--- config.mk ---
export PLATFORM = sky130hd
export DESIGN_NAME = aso_top
export DESIGN_NICKNAME = d
export VERILOG_FILES = /design/src/aso_pkg.sv /design/src/aso_stream_if.sv /design/src/aso_fifo.sv /design/src/aso_top.sv
export SDC_FILE = /design/constraint.sdc
export NUM_CORES = 1
export LEC_CHECK = 0
export BUFFER_PORTS_ARGS = -buffer_cell sky130_fd_sc_hd__buf_2
export CORE_MARGIN = 2
export CORE_UTILIZATION = 45
export CTS_BUF_LIST = sky130_fd_sc_hd__clkbuf_4 sky130_fd_sc_hd__clkbuf_8
export DETAILED_ROUTE_END_ITERATION = 8
export PLACE_DENSITY = 0.6
export SLEW_MARGIN = 20
export SYNTH_ARGS = -nofsm -noshare
export SYNTH_HDL_FRONTEND = slang
export SYNTH_SLANG_ARGS = --single-unit
--- constraint.sdc ---
create_clock -name clk -period 3.2 [get_ports clk]
set_clock_uncertainty 0.05 [all_clocks]
set_input_delay 0.64 -clock clk [delete_from_list [all_inputs] [get_ports clk]]
set_output_delay 0.64 -clock clk [all_outputs]
set_load 0.02 [all_outputs]
--- src/aso_pkg.sv ---
package aso_pkg;
  // ----------------------------------------
  // widths and depths
  // ----------------------------------------
  localparam int RES_W = 16;
  localparam int FIFO_DEPTH = 32;
  localparam logic [4:0] FRAME_BITS = 5'h10;
  // ----------------------------------------
  // shared pin positions on the data bus
  // ----------------------------------------
  localparam int PIN_CLKSRC = 4;
  localparam int PIN_FRAMEPOL = 5;
  localparam int PIN_CLKINV = 6;
  localparam int PIN_RDMODE_CHAIN = 7;
  localparam int PIN_SDO = 8;
  localparam int PIN_SCLK = 9;
  localparam int PIN_FRAME = 10;
  localparam int PIN_RDERR = 11;
  // ----------------------------------------
  // timing
  // ----------------------------------------
  localparam int CLK_PERIOD_NS = 10;
  localparam int SCLK_QUARTER_NS = 20;
  localparam int SCLK_QUARTER_CYC =
    (SCLK_QUARTER_NS / CLK_PERIOD_NS) < 1 ? 1 : (SCLK_QUARTER_NS / CLK_PERIOD_NS);
  // ----------------------------------------
  // reset values
  // ----------------------------------------
  localparam logic [15:0] RESULT_RST = 16'h0000;
  // strobes rest high so the read path stays off through reset
  localparam logic [3:0] SYNC_CTRL_RST = 4'h3;
  // ----------------------------------------
  // engine states
  // ----------------------------------------
  typedef enum logic [1:0] {
    ST_IDLE = 2'b00,
    ST_MASTER = 2'b01,
    ST_SLAVE = 2'b10
  } aso_state_t;
endpackage : aso_pkg

--- src/aso_stream_if.sv ---
interface aso_stream_if #(
  parameter int WIDTH = 16
);
  logic wr_valid;
  logic wr_ready;
  logic [WIDTH-1:0] wr_data;
  logic rd_valid;
  logic rd_ready;
  logic [WIDTH-1:0] rd_data;
  modport fifo (input wr_valid, output wr_ready, input wr_data, output rd_valid, input rd_ready, output rd_data);
  modport user (output wr_valid, input wr_ready, output wr_data, input rd_valid, output rd_ready, input rd_data);
endinterface : aso_stream_if

--- src/aso_fifo.sv ---
module aso_fifo #(
  parameter int WIDTH = 16,
  parameter int DEPTH = 32
) (
  input wire logic clk,
  input wire logic sys_rst,
  aso_stream_if.fifo s
);
  import aso_pkg::*;
  localparam int AW = $clog2(DEPTH);
  logic [WIDTH-1:0] mem_q [DEPTH];
  logic [AW:0] wp_q;
  logic [AW:0] rp_q;
  wire push = s.wr_valid & s.wr_ready;
  wire pop = s.rd_valid & s.rd_ready;
  wire empty = (wp_q == rp_q);
  wire full = (wp_q[AW-1:0] == rp_q[AW-1:0]) && (wp_q[AW] != rp_q[AW]);
  assign s.wr_ready = ~full;
  assign s.rd_valid = ~empty;
  assign s.rd_data = mem_q[rp_q[AW-1:0]];

  always_ff @(posedge clk) begin
    if (push) begin
      mem_q[wp_q[AW-1:0]] <= s.wr_data;
    end
  end

  always_ff @(posedge clk) begin
    if (sys_rst) begin
      wp_q <= '0;
      rp_q <= '0;
    end else begin
      if (push) wp_q <= wp_q + 1'b1;
      if (pop) rp_q <= rp_q + 1'b1;
    end
  end

  // ----------------------------------------
  // checks
  // ----------------------------------------
  AST_FIFO_NO_OVERFLOW: assert property (@(posedge clk) disable iff (sys_rst)
    full |=> ($past(wp_q) == wp_q) || $past(pop)) else $error("fifo written while full");
endmodule : aso_fifo

--- src/aso_top.sv ---
// Functional notes
// [RULE_01] parallel mode drives bits 7..11 on pins
// [RULE_02] bit-7 pin: chain input or read mode
// [RULE_03] external clock: chain input follows after 16
// [RULE_04] internal clock, mode high: read during conversion
// [RULE_05] internal clock, mode low: read after conversion
// [RULE_06] serial result goes out MSB first
// [RULE_07] coding select pin chooses result coding
// [RULE_08] high binary, low inverts MSB
// [RULE_09] internal clock: data stable across both edges
// [RULE_10] external, invert low: change on rising
// [RULE_11] external, invert high: change on falling
// [RULE_12] clock pin direction from clock source select
// [RULE_13] low drives internal clock, high follows host
// [RULE_14] polarity low: frame marker high while valid
// [RULE_15] polarity high: frame marker low while valid
// [RULE_16] external clock: bit-11 pin flags incomplete read
// [RULE_17] unfinished slave read at completion: drop, pulse
// [RULE_18] host holds select and read low
// [RULE_19] sixteen bits per frame, then idle
// [RULE_20] external clock keeps frame marker inactive; code puts the inactive level on bus_out but leaves the pin undriven
module aso_top #(
  parameter int RES_W = aso_pkg::RES_W,
  parameter int FIFO_DEPTH = aso_pkg::FIFO_DEPTH
) (
  input wire logic clk,
  input wire logic sys_rst,
  input wire logic port_mode_select,
  input wire logic output_coding_select,
  input wire logic cs_n,
  input wire logic rd_n,
  input wire logic core_busy,
  input wire logic core_result_valid,
  input wire logic [aso_pkg::RES_W-1:0] core_result,
  output logic core_result_ready,
  input wire logic [aso_pkg::RES_W-1:0] bus_in,
  output logic [aso_pkg::RES_W-1:0] bus_out,
  output logic [aso_pkg::RES_W-1:0] bus_oe
);
  import aso_pkg::*;

  // ----------------------------------------
  // pin synchronisers
  // ----------------------------------------
  logic [RES_W+3:0] meta_q;
  logic [RES_W+3:0] sync_q;
  logic sclk_prev_q;
  always_ff @(posedge clk) begin
    if (sys_rst) begin
      meta_q <= {SYNC_CTRL_RST, {RES_W{1'b0}}};
      sync_q <= {SYNC_CTRL_RST, {RES_W{1'b0}}};
      sclk_prev_q <= 1'b0;
    end else begin
      meta_q <= {output_coding_select, port_mode_select, rd_n, cs_n, bus_in};
      sync_q <= meta_q;
      sclk_prev_q <= sync_q[PIN_SCLK];
    end
  end

  wire [RES_W-1:0] pin_s = sync_q[RES_W-1:0];
  wire cs_n_s = sync_q[RES_W];
  wire rd_n_s = sync_q[RES_W+1];
  wire serial_s = sync_q[RES_W+2];
  wire coding_s = sync_q[RES_W+3];
  wire rd_en = ~cs_n_s & ~rd_n_s; // RULE_18
  wire ext_clk = pin_s[PIN_CLKSRC]; // RULE_13
  wire frame_pol = pin_s[PIN_FRAMEPOL];
  wire clk_inv = pin_s[PIN_CLKINV];
  wire rd_mode = pin_s[PIN_RDMODE_CHAIN] & ~ext_clk; // RULE_02
  wire chain_in = pin_s[PIN_RDMODE_CHAIN] & ext_clk; // RULE_02
  wire sclk_rise = sync_q[PIN_SCLK] & ~sclk_prev_q;
  wire sclk_fall = ~sync_q[PIN_SCLK] & sclk_prev_q;
  // the host's clock only counts while chip select is low
  wire slave_edge = ~cs_n_s & (clk_inv ? sclk_fall : sclk_rise); // RULE_10 RULE_11

  // inverting the msb turns offset binary into twos complement
  function automatic logic [RES_W-1:0] apply_coding(input logic [RES_W-1:0] w, input logic straight);
    apply_coding = {w[RES_W-1] ^ ~straight, w[RES_W-2:0]};
  endfunction : apply_coding

  // ----------------------------------------
  // result buffer
  // ----------------------------------------
  aso_stream_if #(.WIDTH(RES_W)) buf_if ();
  aso_fifo #(.WIDTH(RES_W), .DEPTH(FIFO_DEPTH)) u_fifo (
    .clk(clk),
    .sys_rst(sys_rst),
    .s(buf_if)
  );
  assign buf_if.wr_valid = core_result_valid;
  assign buf_if.wr_data = core_result;
  assign core_result_ready = buf_if.wr_ready;
  wire new_result = buf_if.wr_valid & buf_if.wr_ready;

  // ----------------------------------------
  // serial engine
  // ----------------------------------------
  aso_state_t state_q;
  aso_state_t state_d;
  logic [RES_W-1:0] shreg_q;
  logic [RES_W-1:0] par_q;
  logic [4:0] bit_cnt_q;
  logic [1:0] phase_q;
  logic [7:0] qdiv_q;
  logic err_q;

  wire idle = (state_q == ST_IDLE);
  // mode high may start while busy; mode low waits for the core to finish
  wire mode_ok = rd_mode | ~core_busy; // RULE_04 RULE_05
  wire start_master = idle & serial_s & ~ext_clk & rd_en & buf_if.rd_valid & mode_ok;
  wire start_slave = idle & serial_s & ext_clk & rd_en & buf_if.rd_valid;
  wire par_load = ~serial_s & buf_if.rd_valid;
  assign buf_if.rd_ready = start_master | start_slave | par_load;
  wire [RES_W-1:0] head_coded = apply_coding(buf_if.rd_data, coding_s); // RULE_07 RULE_08
  wire quarter_tick = (qdiv_q == 8'(SCLK_QUARTER_CYC - 1));
  wire master_shift = (state_q == ST_MASTER) & quarter_tick & (phase_q == 2'h3);
  wire slave_done = (bit_cnt_q == FRAME_BITS);
  // a fresh result mid-read overrides the old one rather than stalling the core
  wire slave_abort = (state_q == ST_SLAVE) & ~slave_done & new_result; // RULE_17
  wire master_last = master_shift & (bit_cnt_q == FRAME_BITS - 5'h01);

  always_comb begin
    state_d = state_q;
    case (state_q)
      ST_IDLE: begin
        if (start_master) state_d = ST_MASTER;
        else if (start_slave) state_d = ST_SLAVE;
      end
      ST_MASTER: begin
        if (master_last) state_d = ST_IDLE; // RULE_19
      end
      ST_SLAVE: begin
        if (slave_abort) state_d = ST_IDLE;
        else if (slave_done & cs_n_s) state_d = ST_IDLE;
      end
      default: state_d = ST_IDLE;
    endcase
  end

  always_ff @(posedge clk) begin
    if (sys_rst) state_q <= ST_IDLE;
    else state_q <= state_d;
  end

  always_ff @(posedge clk) begin
    if (sys_rst) begin
      qdiv_q <= 8'h00;
      phase_q <= 2'h0;
    end else if (state_q != ST_MASTER) begin
      qdiv_q <= 8'h00;
      phase_q <= 2'h0;
    end else if (quarter_tick) begin
      qdiv_q <= 8'h00;
      phase_q <= phase_q + 2'h1;
    end else begin
      qdiv_q <= qdiv_q + 8'h01;
    end
  end

  // data moves at phase 0, clock edges sit at phases 1 and 3
  always_ff @(posedge clk) begin
    if (sys_rst) begin
      shreg_q <= RESULT_RST;
      bit_cnt_q <= 5'h00;
    end else if (start_master | start_slave) begin
      shreg_q <= head_coded; // RULE_06
      bit_cnt_q <= 5'h00;
    end else if (master_shift) begin
      shreg_q <= {shreg_q[RES_W-2:0], 1'b0}; // RULE_06 RULE_09
      bit_cnt_q <= bit_cnt_q + 5'h01;
    end else if ((state_q == ST_SLAVE) & slave_edge) begin
      // chain bits fall out after the sixteenth edge
      shreg_q <= {shreg_q[RES_W-2:0], chain_in}; // RULE_03
      if (!slave_done) bit_cnt_q <= bit_cnt_q + 5'h01;
    end
  end

  always_ff @(posedge clk) begin
    if (sys_rst) par_q <= RESULT_RST;
    else if (par_load) par_q <= head_coded;
  end

  always_ff @(posedge clk) begin
    if (sys_rst) err_q <= 1'b0;
    else err_q <= slave_abort; // RULE_17
  end

  // ----------------------------------------
  // pin drivers
  // ----------------------------------------
  wire master_on = (state_q == ST_MASTER);
  wire sclk_int = (phase_q[0] ^ phase_q[1]) ^ clk_inv;
  wire frame_act = master_on & ~ext_clk;
  wire frame_lvl = frame_act ^ frame_pol; // RULE_14 RULE_15 RULE_20
  wire [RES_W-1:0] ser_word = {4'h0, err_q, frame_lvl, sclk_int, shreg_q[RES_W-1], 8'h00};
  wire [RES_W-1:0] in_pins = (RES_W'(1) << PIN_CLKSRC) | (RES_W'(1) << PIN_FRAMEPOL) |
    (RES_W'(1) << PIN_CLKINV) | (RES_W'(1) << PIN_RDMODE_CHAIN);
  wire [RES_W-1:0] ser_oe_base = ({RES_W{rd_en}} & ~in_pins & ~(RES_W'(1) << PIN_SCLK) &
    ~(RES_W'(1) << PIN_FRAME) & ~(RES_W'(1) << PIN_RDERR));
  // a one-bit name keeps the cast from widening the inversion
  wire int_clk = ~ext_clk;
  wire [RES_W-1:0] ser_oe = ser_oe_base | (RES_W'(int_clk) << PIN_SCLK) | // RULE_12
    (RES_W'(int_clk) << PIN_FRAME) | (RES_W'(ext_clk) << PIN_RDERR); // RULE_16
  assign bus_out = serial_s ? ser_word : par_q; // RULE_01
  assign bus_oe = serial_s ? ser_oe : {RES_W{rd_en}}; // RULE_01

  // ----------------------------------------
  // checks
  // ----------------------------------------
  AST_PAR_BITS: assert property (@(posedge clk) disable iff (sys_rst) // RULE_01
    (!serial_s && rd_en) |-> (bus_out[11:7] == par_q[11:7]) && (&bus_oe[11:7]))
    else $error("parallel bits 7..11 not driven");
  AST_CHAIN_SHIFT: assert property (@(posedge clk) disable iff (sys_rst) // RULE_03
    (state_q == ST_SLAVE && slave_edge && !slave_abort) |=> shreg_q[0] == $past(chain_in))
    else $error("chain input not shifted in");
  AST_MSB_FIRST: assert property (@(posedge clk) disable iff (sys_rst) // RULE_06
    (start_master || start_slave) |=> bus_out[PIN_SDO] == $past(head_coded[RES_W-1]))
    else $error("first serial bit is not the msb");
  AST_CODING: assert property (@(posedge clk) disable iff (sys_rst) // RULE_08
    par_load |=> par_q[RES_W-1] == ($past(buf_if.rd_data[RES_W-1]) ^ ~$past(coding_s)))
    else $error("msb coding wrong");
  AST_WAIT_DONE: assert property (@(posedge clk) disable iff (sys_rst) // RULE_05
    (idle && serial_s && !ext_clk && !rd_mode && core_busy) |=> state_q != ST_MASTER)
    else $error("read started during conversion");
  AST_SCLK_DIR: assert property (@(posedge clk) disable iff (sys_rst) // RULE_12
    serial_s |-> bus_oe[PIN_SCLK] == !ext_clk) else $error("clock pin direction wrong");
  AST_FRAME_LEVEL: assert property (@(posedge clk) disable iff (sys_rst) // RULE_14
    (serial_s && master_on && !ext_clk) |-> bus_out[PIN_FRAME] == !frame_pol)
    else $error("frame marker not active during frame");
  AST_FRAME_SLAVE: assert property (@(posedge clk) disable iff (sys_rst) // RULE_20
    (serial_s && ext_clk) |-> bus_out[PIN_FRAME] == frame_pol) else $error("frame marker active in slave");
  AST_ERR_PULSE: assert property (@(posedge clk) disable iff (sys_rst) // RULE_17
    slave_abort |=> err_q && state_q == ST_IDLE ##1 !err_q) else $error("incomplete read not flagged");
  AST_DATA_STABLE: assert property (@(posedge clk) disable iff (sys_rst) // RULE_09
    (master_on && $past(master_on) && phase_q != 2'h0) |-> $stable(shreg_q))
    else $error("serial data moved near a clock edge");
  AST_FRAME_LEN: assert property (@(posedge clk) disable iff (sys_rst) // RULE_19
    start_master |-> ##128 master_on ##1 idle) else $error("master frame length wrong");
  AST_SLAVE_EDGE: assert property (@(posedge clk) disable iff (sys_rst) // RULE_10
    (state_q == ST_SLAVE && $past(state_q) == ST_SLAVE && shreg_q != $past(shreg_q))
    |-> $past(slave_edge)) else $error("slave data moved without its edge");
  CVR_MASTER_FRAME: cover property (@(posedge clk) disable iff (sys_rst) master_last);
  CVR_SLAVE_DONE: cover property (@(posedge clk) disable iff (sys_rst) state_q == ST_SLAVE && slave_done);
  CVR_ABORT: cover property (@(posedge clk) disable iff (sys_rst) slave_abort);
  CVR_FIFO_FULL: cover property (@(posedge clk) disable iff (sys_rst) !core_result_ready);
endmodule : aso_top

==> results.py <==
metrics = {
    "power_and_ir_drop": {
        "irDropWorstVdd_v": 0.000307,
        "p_per_area_nw_per_um2": 679,
        "finalPower_mw": 18.1,
        "power_leakage_nw": 8.57,
    },
    "status": {
        "outcome": "finished, final reports clean",
    },
    "sta": {
        "hold_violations": 0,
        "finalMaxSlewViolations": 0,
        "max_slew.worst_pin.slew_ns": 1.02,
        "setup_viol": 0,
        "tns_ns": 0,
        "relSlewSlack": 0.318,
        "layout_min_cycle_time_ns": 2.88,
        "fin_crit_sh": 0.899,
        "max_freq_mhz": 348,
        "rsz0062_at_grt": "no",
    },
    "route": {
        "drc": 0,
        "wl_per_cell_um": 24.6,
        "drtPass1Iterations": 7,
        "route.vias.total": 11900,
        "drtIter0Drc": 985,
        "ant_nets": 0,
        "via_per_inst": 5.54,
        "wl_um": 52800,
    },
    "global_route": {
        "grt_pass1_wl_um": 78800,
        "grt_usage": 0.204,
        "grt_pass1_vias": 12300,
        "grt_remaining_overflow": 0,
        "grt_max_degree": 45,
        "grt_antenna_before_repair": 2,
    },
    "setup_path": {
        "required_ns": 2.51,
        "cpMaxStageDelayCell": "dfxtp_1",
        "crit_fanout": 18,
        "start_kind": "flop",
        "crit_path_end_kind": "output pin",
        "critPathBufInv": 2,
        "reg2reg_slack_ns": 0.38,
        "crit_chain": "buf_4, mux2_2, buf_2",
        "reg2regPathDepth": 6,
        "cp_top_family": "flip-flops",
        "crit_arrival_ns": 2.19,
        "crit_type": "reg -> out",
        "r2r-end": "u_fifo.mem_q[6][0]",
        "r2r-start": "u_fifo.wp_q[3]",
        "cp_slowest_stage_delay_ns": 0.71,
    },
    "yosys": {
        "syn_area_um2": 23300,
        "synthAdderAreaFrac": 0.00591,
        "synth-seq-cells": 598,
        "synth_edf_count": 512,
        "synth-compound-area-share": 0.0206,
        "synth.most_common_cell": "edfxtp_1",
        "postSynthCellCount": 1241,
        "synth_area_leaders": "edfxtp_1 (66%), mux4_2 (13%), dfxtp_1 (7.4%)",
        "synthDistinctLibCells": 47,
        "synth_top_family_by_area": "multiplexers",
        "async_flop_share": 0,
        "synth_area_per_cell_um2": 18.8,
        "synth_top_cell_area_share": 0.660,
        "synthMuxAreaShare": 0.158,
        "synth_top_area_cell": "edfxtp_1",
        "synth_nets": 1292,
        "ys.flop_type": "edfxtp_1",
        "yosysSeqAreaShare": 0.734,
        "ys_warn_count": 0,
        "synth.cells.most_frequent": "edfxtp_1 (512), mux4_2 (138), nor2_1 (109)",
        "synth_xor_area_frac": 0.0109,
        "synth-simple-area-share": 0.0519,
    },
    "min_path": {
        "whs_endpoint": "meta_q[16]",
        "worstHoldPathCells": 2,
        "hp-start": "cs_n",
        "hold_path_class": "in -> reg",
    },
    "cells_and_area": {
        "fin_util": 0.520,
        "drive_above_1_share": 0.337,
        "areaGrowthSynthToFinish_pct": 14.4,
        "multiInputGateArea_um2": 5830,
        "nets": 1447,
        "final_area_um2": 26600,
        "num-fill-cells": 4112,
        "seqCellArea_um2": 17100,
    },
    "place": {
        "place.gp.congestion": 0.778,
        "port_buffers": 61,
        "place_area_um2": 24800,
        "dp_hpwl_um": 31100,
    },
    "floorplan": {
        "num_rows": 83,
        "coreArea_um2": 51200,
        "die_h_um": 232,
        "start_util": 0.455,
        "fp.dieArea_um2": 53600,
        "die_w_um": 232,
        "boundaryPins": 73,
    },
    "clock_network": {
        "cts_tree": "yes",
        "h-tree-depth": 3,
        "cts.repair.resized": 0,
        "cts_sinks": 598,
        "clkLatencyLatePin_ns": 0.67,
        "cts_buffers": 96,
        "cts.hold.buffers_added": 0,
        "cts.clk_slew.worst_paths_ns": 0.06,
        "cts_setup_buffers": 0,
        "cts_buffer_depth": 3,
        "cts_root_buf": "clkbuf_8",
    },
    "job": {
        "cap_viol_max_count": 0,
    },
}
cells in the final DEF (no fill, tap or decap), types with 3 or more instances in the layout:
| master | synthesis | final |
|---|---|---|
| nor2b_1 | 31 | 31 |
| a22oi_1 | 10 | 10 |
| nand2_1 | 36 | 36 |
| nand4_1 | 7 | 7 |
| buf_2 | 12 | 61 |
| nor3_1 | 22 | 22 |
| or2_2 | 8 | 8 |
| nor2_2 | 0 | 32 |
| buf_4 | 26 | 59 |
| mux4_2 | 138 | 138 |
| nand3_1 | 13 | 13 |
| and3_1 | 4 | 4 |
| nor2_1 | 109 | 77 |
| o22ai_1 | 6 | 6 |
| or3b_2 | 3 | 3 |
| clkinv_2 | 0 | 9 |
| ha_1 | 11 | 11 |
| mux2_2 | 25 | 25 |
| nand2b_1 | 7 | 7 |
| inv_1 | 10 | 10 |
| xor2_1 | 13 | 13 |
| a211oi_1 | 12 | 12 |
| a21oi_1 | 24 | 24 |
| mux2i_1 | 28 | 28 |
| a221oi_1 | 7 | 7 |
| buf_12 | 0 | 12 |
| clkbuf_8 | 0 | 101 |
| clkinv_1 | 0 | 17 |
| dfxtp_1 | 86 | 83 |
| nor4_1 | 3 | 3 |
| xnor2_1 | 16 | 16 |
| and2_1 | 3 | 3 |
| edfxtp_1 | 512 | 512 |
| dfxtp_4 | 0 | 3 |
| clkbuf_4 | 0 | 36 |
| nand3b_1 | 4 | 4 |
worst reg2reg max path, stage by stage (launching register included):
cell     delay, ns
dfxtp_1       0.55
xnor2_1       0.12
nand3_1       0.15
o31a_1        0.30
nand2_1       0.37
nor2_2        0.67
buf_4         0.29
cells by family (layout without fill, tap and decap cells):
| family | after synthesis | count (layout) |
|---|---|---|
| buffers and inverters | 85 | 311 |
| flip-flops | 598 | 598 |
| multiplexers | 191 | 191 |
| other | 0 | 1 |
| AND/OR/NAND/NOR | 255 | 255 |
| AO/OA/AOI/OAI | 72 | 72 |
| XOR/XNOR | 29 | 29 |
| adder cells (fa/ha/maj) | 11 | 11 |
state kept, by name, summed over array words and instances (netlist names), 5 cells and up, named ones only:
signal	count
meta_q	9
u_fifo.mem_q	512
sync_q	9
qdiv_q	8
par_q	16
u_fifo.rp_q	6
u_fifo.wp_q	6
shreg_q	16
bit_cnt_q	5
final cells by class:
| type | instances | area share |
|---|---|---|
| flip-flops and latches | 598 | 0.642 |
| multi-input cells | 558 | 0.219 |
| clock buffers | 137 | 0.0623 |
| repair buffers | 132 | 0.0371 |
| well taps | 680 | 0.0319 |
| clock inverters | 32 | 0.00615 |
| inverters | 10 | 0.00141 |
| diodes | 1 | 0.0000939 |
through the flow:
stage / setup slack [ns] / std cells / hold slack, ns
2_1_floorplan: 0.719 / 1241 / 0.339
3_3_place_gp: 0.437 / 1978 / 0.348
3_5_place_dp: 0.427 / 1978 / 0.351
4_1_cts: 0.247 / 2147 / 0.0600
5_1_grt: 0.176 / 2148 / 0.0736
6_report: 0.324 / 2148 / 0.120
how the worst max path moves through the flow:
stage | cells after the start | to | slack (ns) | start
finish | 3 | bus_out[11] | 0.32 | sync_q[18]
global route | 3 | bus_out[11] | 0.18 | sync_q[18]
CTS | 3 | bus_out[11] | 0.25 | sync_q[18]
detailed placement | 6 | u_fifo.mem_q[6][8] | 0.43 | u_fifo.wp_q[3]
global placement | 6 | u_fifo.mem_q[6][2] | 0.44 | u_fifo.wp_q[3]
floorplan | 7 | u_fifo.mem_q[29][0] | 0.72 | u_fifo.wp_q[4]
report_power, final:
group | switching [mW] | total (mW) | internal [mW]
combinational | 1.57 | 3.06 | 1.49
clock | 2.91 | 6.25 | 3.34
sequential | 0.152 | 8.78 | 8.63
total | 4.63 | 18.1 | 13.5
routing by layer:
| metal | wire (um) | track usage | vias up |
|---|---|---|---|
| li1 | - | - | 5235 |
| met3 | 2440 | 0.0372 | 93 |
| met2 | 25300 | 0.325 | 338 |
| met5 | 0 | 0 | - |
| met1 | 23200 | 0.280 | 6236 |
| met4 | 1800 | 0.0784 | 0 |
(Power assumes the default switching activity.)
